**config.mk**
```make
export PLATFORM = sky130hd
export DESIGN_NAME = qrx_config_latches
export DESIGN_NICKNAME = d
export VERILOG_FILES = /design/src/rtl/qrx_cfg_pkg.sv /design/src/rtl/qrx_config_latches.sv /design/src/rtl/qrx_latch_bank.sv
export SDC_FILE = /design/constraint.sdc
export NUM_CORES = 1
export LEC_CHECK = 0
export ABC_CLOCK_PERIOD_IN_PS = 1600
export BUFFER_PORTS_ARGS = -buffer_cell sky130_fd_sc_hd__buf_2
export CORE_AREA = 4 4 137 73
export DETAILED_ROUTE_END_ITERATION = 12
export DIE_AREA = 0 0 141 77
export PLACE_DENSITY = 0.84
export SLEW_MARGIN = 20
export SYNTH_ARGS = -nofsm -noshare
export SYNTH_HDL_FRONTEND = slang
export SYNTH_SLANG_ARGS = --single-unit
```
**constraint.sdc**
```tcl
create_clock -name clk_in -period 1.6 [get_ports clk_in]
set_input_delay 0 -clock clk_in [delete_from_list [all_inputs] [get_ports clk_in]]
set_output_delay 0 -clock clk_in [all_outputs]
set_load 0.05 [all_outputs]
```
**src/rtl/qrx_cfg_pkg.sv**
```systemverilog
// constants for the quad receiver configuration latch bank
package qrx_cfg_pkg;
	// geometry
	localparam int NUM_CH      = 4;
	localparam int BANKS_PER_CH = 3;
	localparam int ADDR_W      = 4;
	localparam int DATA_W      = 8;

	// bank kinds within a channel
	localparam int KIND_STATIC_RATE   = 0;
	localparam int KIND_STATIC_DETECT = 1;
	localparam int KIND_DYNAMIC_CTRL  = 2;

	// address map
	localparam logic [3:0] ADDR_CHAN_A_STATIC_RATE   = 4'h0;
	localparam logic [3:0] ADDR_CHAN_A_STATIC_DETECT = 4'h1;
	localparam logic [3:0] ADDR_CHAN_A_DYNAMIC_CTRL  = 4'h2;
	localparam logic [3:0] ADDR_CHAN_B_STATIC_RATE   = 4'h3;
	localparam logic [3:0] ADDR_CHAN_B_STATIC_DETECT = 4'h4;
	localparam logic [3:0] ADDR_CHAN_B_DYNAMIC_CTRL  = 4'h5;
	localparam logic [3:0] ADDR_CHAN_C_STATIC_RATE   = 4'h6;
	localparam logic [3:0] ADDR_CHAN_C_STATIC_DETECT = 4'h7;
	localparam logic [3:0] ADDR_CHAN_C_DYNAMIC_CTRL  = 4'h8;
	localparam logic [3:0] ADDR_CHAN_D_STATIC_RATE   = 4'h9;
	localparam logic [3:0] ADDR_CHAN_D_STATIC_DETECT = 4'hA;
	localparam logic [3:0] ADDR_CHAN_D_DYNAMIC_CTRL  = 4'hB;
	localparam logic [3:0] ADDR_GLOBAL_STATIC_RATE   = 4'hC;
	localparam logic [3:0] ADDR_GLOBAL_STATIC_DETECT = 4'hD;
	localparam logic [3:0] ADDR_GLOBAL_DYNAMIC_CTRL  = 4'hE;
	localparam logic [3:0] ADDR_WRITE_MASK           = 4'hF;

	// reset values
	localparam logic [7:0] RST_STATIC_RATE   = 8'hBF;
	localparam logic [7:0] RST_STATIC_DETECT = 8'hAD;
	localparam logic [7:0] RST_DYNAMIC_CTRL  = 8'hB3;
	localparam logic [7:0] RST_WRITE_MASK    = 8'hFF;

	// field positions, common
	localparam int BIT_PARTICIPATE = 0;  // per-channel banks
	localparam int BIT_FORCE       = 0;  // global banks
	// first static bank
	localparam int BIT_CLOCK_RATE  = 1;
	// second static bank
	localparam int BIT_TRAIN_MULT  = 1;
	localparam int POS_PRI_THR_LO  = 4;
	localparam int POS_SEC_THR_LO  = 6;
	// dynamic bank
	localparam int BIT_PRI_DRV     = 2;
	localparam int BIT_SEC_DRV     = 3;
	localparam int BIT_TEST_LO     = 5;
	localparam int BIT_POWER       = 6;
	localparam int BIT_TEST_HI     = 7;

	// test mode codes
	localparam logic [1:0] TEST_MODE_VIDEO   = 2'h1;
	localparam logic [1:0] TEST_MODE_PATTERN = 2'h2;
	localparam logic [1:0] TEST_MODE_RESET   = 2'h3;
endpackage : qrx_cfg_pkg

```
**src/rtl/qrx_config_latches.sv**
```systemverilog
// four-channel receiver configuration latch bank, top level
//
// Function
// - power-enable latch resets 0; 0 powers receiver down, 1 enables it.
// - test-mode field resets 11; 01 video reception, 10 pattern checking.
// - secondary driver enable resets 0; 1 enables driver, 0 powers down.
// - primary driver enable resets 0; 1 enables driver, 0 powers down.
// - both drivers disabled powers down the channel output logic.
// - device reset sampled low disables every driver on all channels.
// - per-channel participation bit resets 1; 0 blocks global writes.
// - global force bit set updates all target banks regardless.
// - first static bank: bit1 clock rate, bit0 participation, resets BF.
// - second static bank: thresholds, training multiplier, participation, resets AD.
// - dynamic bank: test mode 7/5, power 6, drivers 3/2, resets B3.
// - address D is global second static copy, bit0 force, no reset.
// - address E held with strobe high drives dynamic banks continuously.
`timescale 1ns/1ps
module qrx_config_latches (
	input  wire logic        clk_in,
	input  wire logic        arst_n_in,
	input  wire logic        device_reset_n_in,
	input  wire logic [3:0]  addr_in,
	input  wire logic [7:0]  data_in,
	input  wire logic        latch_write_strobe_in,
	output logic      [3:0]  rx_channel_power_enable_out,
	output logic      [7:0]  rx_test_mode_select_out,
	output logic      [3:0]  primary_out_driver_enable_out,
	output logic      [3:0]  secondary_out_driver_enable_out,
	output logic      [3:0]  channel_output_logic_enable_out,
	output logic      [3:0]  recovered_clock_rate_select_out,
	output logic      [3:0]  training_clock_multiplier_out,
	output logic      [7:0]  primary_detect_threshold_out,
	output logic      [7:0]  secondary_detect_threshold_out,
	output logic      [11:0] global_participate_out,
	output logic      [7:0]  write_mask_out
);
	localparam int NCH  = qrx_cfg_pkg::NUM_CH;
	localparam int NBK  = qrx_cfg_pkg::BANKS_PER_CH;
	localparam int NLAT = NCH * NBK;

	// all registered state of the top level
	typedef struct packed {
		logic [3:0]  power;
		logic [7:0]  test_mode;
		logic [3:0]  pri_drv;
		logic [3:0]  sec_drv;
		logic [3:0]  out_logic;
		logic [3:0]  clk_rate;
		logic [3:0]  train_mult;
		logic [7:0]  pri_thr;
		logic [7:0]  sec_thr;
		logic [11:0] participate;
		logic [7:0]  mask;
	} qrx_top_state_t;

	qrx_top_state_t state_reg;
	qrx_top_state_t state_next;

	logic       dev_reset;          // device reset sampled low this edge
	logic       wr_any;             // strobe qualified write
	logic       force_bit;          // force bit of the global data
	logic [7:0] bank_img [NLAT];    // images of the twelve channel banks

	// true for the three broadcast addresses
	function automatic logic qrx_is_global(input logic [3:0] a);
		qrx_is_global = (a == qrx_cfg_pkg::ADDR_GLOBAL_STATIC_RATE) ||
			(a == qrx_cfg_pkg::ADDR_GLOBAL_STATIC_DETECT) ||
			(a == qrx_cfg_pkg::ADDR_GLOBAL_DYNAMIC_CTRL);
	endfunction : qrx_is_global

	// bank kind that a global address targets
	function automatic logic [3:0] qrx_global_kind(input logic [3:0] a);
		qrx_global_kind = a - qrx_cfg_pkg::ADDR_GLOBAL_STATIC_RATE;
	endfunction : qrx_global_kind

	// reset value of a bank kind
	function automatic logic [7:0] qrx_kind_reset(input int k);
		case (k)
			qrx_cfg_pkg::KIND_STATIC_RATE: begin
				qrx_kind_reset = qrx_cfg_pkg::RST_STATIC_RATE;
			end
			qrx_cfg_pkg::KIND_STATIC_DETECT: begin
				qrx_kind_reset = qrx_cfg_pkg::RST_STATIC_DETECT;
			end
			default: begin
				qrx_kind_reset = qrx_cfg_pkg::RST_DYNAMIC_CTRL;
			end
		endcase
	endfunction : qrx_kind_reset

	// write qualification
	assign dev_reset = !device_reset_n_in;
	assign wr_any    = latch_write_strobe_in && !dev_reset;
	assign force_bit = data_in[qrx_cfg_pkg::BIT_FORCE];

	// twelve channel banks, address = channel * 3 + kind
	for (genvar ch = 0; ch < NCH; ch++) begin : g_ch
		for (genvar k = 0; k < NBK; k++) begin : g_kind
			localparam logic [3:0] MY_ADDR = 4'(ch * NBK + k);
			localparam logic [3:0] MY_KIND = 4'(k);
			logic local_wr;
			logic global_wr;

			assign local_wr  = wr_any && (addr_in == MY_ADDR);
			assign global_wr = wr_any && qrx_is_global(addr_in) &&
				(qrx_global_kind(addr_in) == MY_KIND);

			qrx_latch_bank #(
				.RESET_VAL (qrx_kind_reset(k))
			) u_bank (
				.clk_in       (clk_in),
				.arst_n_in    (arst_n_in),
				.dev_reset_in (dev_reset),
				.local_wr_in  (local_wr),
				.global_wr_in (global_wr),
				.force_in     (force_bit),
				.data_in      (data_in),
				.bank_out     (bank_img[ch * NBK + k])
			);
		end
	end

	// decode banks into registered control outputs
	always_comb begin
		logic [7:0] s_rate;
		logic [7:0] s_det;
		logic [7:0] dyn;
		s_rate = '0;
		s_det  = '0;
		dyn    = '0;
		state_next = state_reg;
		for (int ch = 0; ch < NCH; ch++) begin
			s_rate = bank_img[ch * NBK + qrx_cfg_pkg::KIND_STATIC_RATE];
			s_det  = bank_img[ch * NBK + qrx_cfg_pkg::KIND_STATIC_DETECT];
			dyn    = bank_img[ch * NBK + qrx_cfg_pkg::KIND_DYNAMIC_CTRL];
			state_next.clk_rate[ch] = s_rate[qrx_cfg_pkg::BIT_CLOCK_RATE];
			state_next.train_mult[ch] = s_det[qrx_cfg_pkg::BIT_TRAIN_MULT];
			state_next.pri_thr[2*ch +: 2] = s_det[qrx_cfg_pkg::POS_PRI_THR_LO +: 2];
			state_next.sec_thr[2*ch +: 2] = s_det[qrx_cfg_pkg::POS_SEC_THR_LO +: 2];
			state_next.power[ch] = dyn[qrx_cfg_pkg::BIT_POWER];
			state_next.test_mode[2*ch +: 2] = {dyn[qrx_cfg_pkg::BIT_TEST_HI],
				dyn[qrx_cfg_pkg::BIT_TEST_LO]};
			state_next.pri_drv[ch] = dyn[qrx_cfg_pkg::BIT_PRI_DRV] && !dev_reset;
			state_next.sec_drv[ch] = dyn[qrx_cfg_pkg::BIT_SEC_DRV] && !dev_reset;
			state_next.out_logic[ch] = (dyn[qrx_cfg_pkg::BIT_PRI_DRV] ||
				dyn[qrx_cfg_pkg::BIT_SEC_DRV]) && !dev_reset;
			for (int k = 0; k < NBK; k++) begin
				state_next.participate[ch * NBK + k] =
					bank_img[ch * NBK + k][qrx_cfg_pkg::BIT_PARTICIPATE];
			end
		end
		// mask latch, stored only
		if (dev_reset) begin
			state_next.mask = qrx_cfg_pkg::RST_WRITE_MASK;
		end else if (wr_any && (addr_in == qrx_cfg_pkg::ADDR_WRITE_MASK)) begin
			state_next.mask = data_in;
		end
	end

	// output and mask registers
	always_ff @(posedge clk_in or negedge arst_n_in) begin
		if (!arst_n_in) begin
			state_reg.power       <= '0;
			state_reg.test_mode   <= {NCH{qrx_cfg_pkg::TEST_MODE_RESET}};
			state_reg.pri_drv     <= '0;
			state_reg.sec_drv     <= '0;
			state_reg.out_logic   <= '0;
			state_reg.clk_rate    <= 4'hF;
			state_reg.train_mult  <= '0;
			state_reg.pri_thr     <= 8'hAA;
			state_reg.sec_thr     <= 8'hAA;
			state_reg.participate <= 12'hFFF;
			state_reg.mask        <= qrx_cfg_pkg::RST_WRITE_MASK;
		end else begin
			state_reg <= state_next;
		end
	end

	// outputs straight from the state register
	assign rx_channel_power_enable_out     = state_reg.power;
	assign rx_test_mode_select_out         = state_reg.test_mode;
	assign primary_out_driver_enable_out   = state_reg.pri_drv;
	assign secondary_out_driver_enable_out = state_reg.sec_drv;
	assign channel_output_logic_enable_out = state_reg.out_logic;
	assign recovered_clock_rate_select_out = state_reg.clk_rate;
	assign training_clock_multiplier_out   = state_reg.train_mult;
	assign primary_detect_threshold_out    = state_reg.pri_thr;
	assign secondary_detect_threshold_out  = state_reg.sec_thr;
	assign global_participate_out          = state_reg.participate;
	assign write_mask_out                  = state_reg.mask;
endmodule : qrx_config_latches

```
**src/rtl/qrx_latch_bank.sv**
```systemverilog
// one 8-bit configuration latch bank with local and global write paths
`timescale 1ns/1ps
module qrx_latch_bank #(
	parameter logic [7:0] RESET_VAL = 8'h00
) (
	input  wire logic       clk_in,
	input  wire logic       arst_n_in,
	input  wire logic       dev_reset_in,
	input  wire logic       local_wr_in,
	input  wire logic       global_wr_in,
	input  wire logic       force_in,
	input  wire logic [7:0] data_in,
	output logic      [7:0] bank_out
);
	typedef struct packed {
		logic [7:0] bank;
	} qrx_bank_state_t;

	qrx_bank_state_t state_reg;
	qrx_bank_state_t state_next;

	// next bank contents
	always_comb begin
		state_next = state_reg;
		if (dev_reset_in) begin
			state_next.bank = RESET_VAL;
		end else if (local_wr_in) begin
			state_next.bank = data_in;
		end else if (global_wr_in &&
			(state_reg.bank[qrx_cfg_pkg::BIT_PARTICIPATE] || force_in)) begin
			state_next.bank = data_in;
			state_next.bank[qrx_cfg_pkg::BIT_PARTICIPATE] =
				state_reg.bank[qrx_cfg_pkg::BIT_PARTICIPATE]; // keep own bit
		end
	end

	// bank storage
	always_ff @(posedge clk_in or negedge arst_n_in) begin
		if (!arst_n_in) begin
			state_reg.bank <= RESET_VAL;
		end else begin
			state_reg <= state_next;
		end
	end

	assign bank_out = state_reg.bank;
endmodule : qrx_latch_bank

```
# Word-level counts from Yosys, hierarchy flattened
# Index checks and enable logic that the tools add are counted.
# Widths: inputs -> output; s select.
[totals]
regBits = 140
input_bits = 16
mem_bits_rw = 0
out_inout_bits = 68
rom_bits = 0
latch_bits = 0
wordCells = 178
memories = 0
[classes]
div = 0
n_mux = 38
add_sub_neg = 1
n_eq_ne = 42
bitwise = 0
order_cmp = 0
mul = 0
n_reduce_logical = 62
shift = 0
[op_table]
columns = ["cell", "count"]
rows = [
  ["$mux 8", 26],
  ["$logic_and 1x1->1", 42],
  ["$ne 3x1->1 const B", 12],
  ["$eq 4x4->1 const B", 8],
  ["$ne 2x1->1 const B", 13],
  ["$mux 2", 12],
  ["$logic_or 1x1->1", 18],
  ["$eq 4x3->1 const B", 4],
  ["$eq 4x2->1 const B", 3],
  ["$eq 4x1->1 const B", 2],
  ["$logic_not 4->1", 2],
  ["$sub 4x4->4 const B", 1],
]

# Longest topological paths before layout
[logic_depth]
word_depth = 9
mapped_depth = 6
depth_no_buf = 4

# Cells and area by module
# From an unflattened synthesis, not the netlist that was laid out.
[unflattened]
hier_cells = 526
hier_area_um2 = 7110.6
[by_module_without_submodules]
columns = ["mod", "seq_area_each_um2", "instances", "area_per_inst_um2", "cells_each"]
rows = [
  ["qrx_latch_bank at g_ch[0].g_kind[1].u_bank ...", 206.4, 8, 416.6, 32],
  ["qrx_config_latches", 1751.7, 1, 2160.8, 134],
  ["qrx_latch_bank at g_ch[0].g_kind[0].u_bank ...", 209.0, 4, 404.1, 34],
]

# Least setup slack after synthesis
# Ideal clock, no wire load.
[synth_path]
path_type = "register to register"
from = "register g_ch[2].g_kind[1].u_bank.state_reg, in the netlist g_ch[2].g_kind[1].u_bank.bank_out[0]"
to = "register g_ch[2].g_kind[1].u_bank.state_reg, in the netlist g_ch[2].g_kind[1].u_bank.bank_out[1]"
required_time_ns = 1.454
setup_ns = 0.146
period_less_slack_ns = 1.264
arrival_time_ns = 1.117
path_buffers = 0
stages_incl_launch_ff = 4
path_slack_ns = 0.336
path_cell_list = "dfstp_2 nor2_1 o32ai_2 o21ai_0"
[synth_via]
elab_chain_len = 3
[synth_lines]
columns = ["element", "line", "text"]
rows = [
  ["start: declaration", "qrx_latch_bank.sv:19", "qrx_bank_state_t state_reg;"],
  ["start signal: assignment", "qrx_latch_bank.sv:42", "state_reg <= state_next;"],
  ["$logic_or 1x1->1", "qrx_latch_bank.sv:30", "(state_reg.bank[qrx_cfg_pkg::BIT_PARTICIPATE] || force_in)) begin"],
  ["$logic_and 1x1->1", "qrx_latch_bank.sv:29", "end else if (global_wr_in &&"],
  ["$ne 3x1->1 (no source line)", "n/a", ""],
]
# No other way between the ends.
# A chain may end at the register's enable or synchronous reset.

# Final worst setup path
[layout_path]
from = "register g_ch[3].g_kind[1].u_bank.state_reg, in the netlist g_ch[3].g_kind[1].u_bank.bank_out[0]"
to = "register g_ch[3].g_kind[1].u_bank.state_reg, in the netlist g_ch[3].g_kind[1].u_bank.bank_out[7]"
[layout_via]
elab_chain_len = 3
[layout_lines]
columns = ["element", "line"]
rows = [
  ["start: declaration", "qrx_latch_bank.sv:19"],
  ["start signal: assignment", "qrx_latch_bank.sv:42"],
  ["$logic_or 1x1->1", "qrx_latch_bank.sv:30"],
  ["$logic_and 1x1->1", "qrx_latch_bank.sv:29"],
  ["$ne 3x1->1 (no source line)", "n/a"],
]
# No other way between the ends.

==> results.sh <==
export IMPL_outcome="completed"
export IMPL_fin_util=0.690
export IMPL_start_kind="flop"
export IMPL_hold_violations=0
export IMPL_multi_input_area_um2=1260
export IMPL_synthesis_area_um2=4610
export IMPL_syn_inst=365
export IMPL_dpl_hpwl_um=6210
export IMPL_synth_top_cell_area_share=0.410
export IMPL_cts_sinks=124
export IMPL_slew_headroom=0.634
export IMPL_cts_tree="done"
export IMPL_crit_arrival_ns=1.76
export IMPL_clock_latency_ns=0.41
export IMPL_worstHoldStart="device_reset_n_in"
export IMPL_avgRoutedWirePerCell_um=17.2
export IMPL_antennaDiodeCount=0
export IMPL_layout_drive_gt1_share=0.446
export IMPL_critPathCapture="g_ch[3].g_kind[1].u_bank.bank_out[7]"
export IMPL_rsz0062_at_grt="false"
export IMPL_path_buf_inv=0
export IMPL_via_count=3153
export IMPL_p_leak_uw=0.00273
export IMPL_avgSynthCellArea_um2=12.6
export IMPL_skew_ns=0.00464
export IMPL_rr_endpoint="g_ch[3].g_kind[1].u_bank.bank_out[7]"
export IMPL_overflow=0
export IMPL_yosys_top_cells_count="dfstp_2, nand2_1, dfrtp_1"
export IMPL_grt_pass1_wl_um=16800
export IMPL_final_fill_count=579
export IMPL_cp_depth=4
export IMPL_yosysWarnings=0
export IMPL_via_per_inst=5.33
export IMPL_ir_drop_uv=869
export IMPL_clkTransAtPathRegs_ns=0.05
export IMPL_cts_buffers=17
export IMPL_worst_pin_slew_ns=0.548
export IMPL_ys_flop_type="dfstp_2"
export IMPL_io_pins=84
export IMPL_grt_max_degree=90
export IMPL_crit_required_ns=1.92
export IMPL_grt_util_all_layers=0.200
export IMPL_place_port_buffers=83
export IMPL_cap_violations=0
export IMPL_hold_path_class="in2reg"
export IMPL_first_iter_violations=238
export IMPL_ys_seq_area_frac=0.692
export IMPL_regArea_um2=3190
export IMPL_clk_path_buf_depth=2
export IMPL_worstSetupEndpointType="flop"
export IMPL_drv_slew=0
export IMPL_h_tree_depth=4
export IMPL_nNetsFinal=478
export IMPL_yosysMostFrequentCell="dfstp_2"
export IMPL_dieArea_um2=10900
export IMPL_wl_um=10200
export IMPL_r2r_start="g_ch[3].g_kind[1].u_bank.bank_out[0]"
export IMPL_path_class="reg2reg"
export IMPL_crit_slowest_cell="dfstp_2"
export IMPL_reg2reg_slack_ns=0.17
export IMPL_ys_types=30
export IMPL_coreArea_um2=8650
export IMPL_syn_to_final_growth_pct=29.3
export IMPL_clock_fmax_ghz=0.698
export IMPL_globalplace_congestion=0.775
export IMPL_die_width_um=141
export IMPL_yosys_area_top_type="dfstp_2"
export IMPL_initial_utilization=0.534
export IMPL_crit_fanout=10
export IMPL_drc=0
export IMPL_cp_top_family="compound AO/OA/AOI/OAI gates"
export IMPL_clock_root_buffer="clkbuf_16"
export IMPL_antenna_found_initial=0
export IMPL_period_needed_ns=1.43
export IMPL_synth_edf_count=0
export IMPL_ant_nets=0
export IMPL_post_route_period_util=0.896
export IMPL_dp_slack_ns=0.187
export IMPL_synthesis_nets=381
export IMPL_path_cells="nor2_1 > o32ai_4 > nor3b_1 > a21oi_1"
export IMPL_fin_ws_ns=0.167
export IMPL_ys_ff_latch=124
export IMPL_synthTopCellsByArea="dfstp_2, dfrtp_1, nand2_1, o21ai_0, nand3_1"
export IMPL_setup_viol=0
export IMPL_post_cts_resize_count=0
export IMPL_firstDrtPassIters=5
export IMPL_rows=24
export IMPL_first_global_vias=3243
export IMPL_postSynth_asyncResetShare=1.00
export IMPL_startpoint="g_ch[3].g_kind[1].u_bank.bank_out[0]"
export IMPL_critPathMaxStageDelay_ns=0.55
export IMPL_p_per_area_nw_per_um2=1380
export IMPL_fp_dieH_um=77
export IMPL_tns_ns=0
export IMPL_reg2regPathDepth=4
==> layer usage <==
metal  vias to the layer above  part of all wire  GRT usage
met5                         -                 0          0
met4                         0             0.014     0.0542
met3                        15             0.044     0.0640
met1                      1605              0.44      0.261
met2                        89              0.50      0.324
li1                       1444                 -          -
==> metrics by stage <==
stage                     area [um2]  hold WS (ns)  std cells  power (uW)
after floorplan                 4610        -0.296        365        3570
after global placement          5170        -0.151        550        3740
after detailed placement        5170        -0.149        550        3750
after CTS                       5970         0.101        592        8260
after global routing            5970         0.111        592        8460
final                           5970        0.0846        592        8210
==> timing repair <==
item / CTS / global route
endpoints found under the hold margin: 126 / 0
buffers inserted: 0 / 0
hold buffers: 10 / 0
==> cell families after synthesis <==
group,after synthesis,share of synthesized area
buffers and inverters,35,0.0342
AO/OA/AOI/OAI,63,0.107
multiplexers,13,0.0282
AND/OR/NAND/NOR,130,0.139
flip-flops,124,0.692
==> sequential cells by signal, indices dropped and copies added, names as in the netlist <==
register                         cells
primary_detect_threshold_out         8
global_participate_out              12
training_clock_multiplier_out        4
rx_channel_power_enable_out          4
channel_output_logic_enable_out      4
write_mask_out                       8
recovered_clock_rate_select_out      4
g_ch.g_kind.u_bank.bank_out         56
rx_test_mode_select_out              8
primary_out_driver_enable_out        4
secondary_detect_threshold_out       8
secondary_out_driver_enable_out      4
==> cells in the final DEF (no fill, tap or decap) <==
| cell type | instances |
|---|---|
| clkinvlp_4 | 2 |
| clkbuf_8 | 2 |
| clkinv_2 | 3 |
| dfrtp_1 | 52 |
| nor3b_1 | 12 |
| buf_12 | 3 |
| bufinv_16 | 7 |
| nand3b_1 | 2 |
| or3b_1 | 1 |
| or2_2 | 2 |
| nand2b_1 | 1 |
| nor2_1 | 14 |
| clkbuf_16 | 17 |
| dlygate4sd3_1 | 10 |
| o32ai_2 | 4 |
| o32ai_4 | 4 |
| o211ai_1 | 1 |
| o311ai_0 | 10 |
| clkbuf_1 | 1 |
| o32ai_1 | 1 |
| o21ai_0 | 31 |
| dfstp_2 | 72 |
| nand2_1 | 55 |
| buf_2 | 82 |
| nand2b_2 | 1 |
| nand4_4 | 1 |
| inv_1 | 10 |
| mux2i_1 | 13 |
| nor3_1 | 3 |
| nor2b_1 | 6 |
| a21oi_1 | 12 |
| nor2_2 | 4 |
| buf_4 | 8 |
| nand3_1 | 28 |
==> worst register-to-register path: stages (launching register included) <==
cell	delay, ns
dfstp_2	0.55
nor2_1	0.07
o32ai_4	0.47
nor3b_1	0.10
a21oi_1	0.17
==> layout make-up <==
class | count | area share
Sequential cell | 124 | 0.535
Inverter | 10 | 0.00629
Clock buffer | 20 | 0.0765
Timing Repair Buffer | 103 | 0.106
Multi-Input combinational cell | 206 | 0.212
Clock inverter | 12 | 0.0403
Tap cell | 117 | 0.0245
==> report_power, final <==
group | internal [uW] | switching (uW)
combinational | 127 | 345
sequential | 3230 | 25.3
clock | 3150 | 1330
==> how the worst min path moves through the flow <==
stage,end,depth (start not counted)
after floorplan,channel_output_logic_enable_out[0],0
after global placement,g_ch[1].g_kind[1].u_bank.bank_out[1],1
after detailed placement,g_ch[0].g_kind[1].u_bank.bank_out[1],1
after CTS,g_ch[1].g_kind[0].u_bank.bank_out[1],3
after global routing,g_ch[3].g_kind[0].u_bank.bank_out[1],3
final,g_ch[3].g_kind[0].u_bank.bank_out[1],3
No activity file was read; power rests on OpenSTA's default activity.
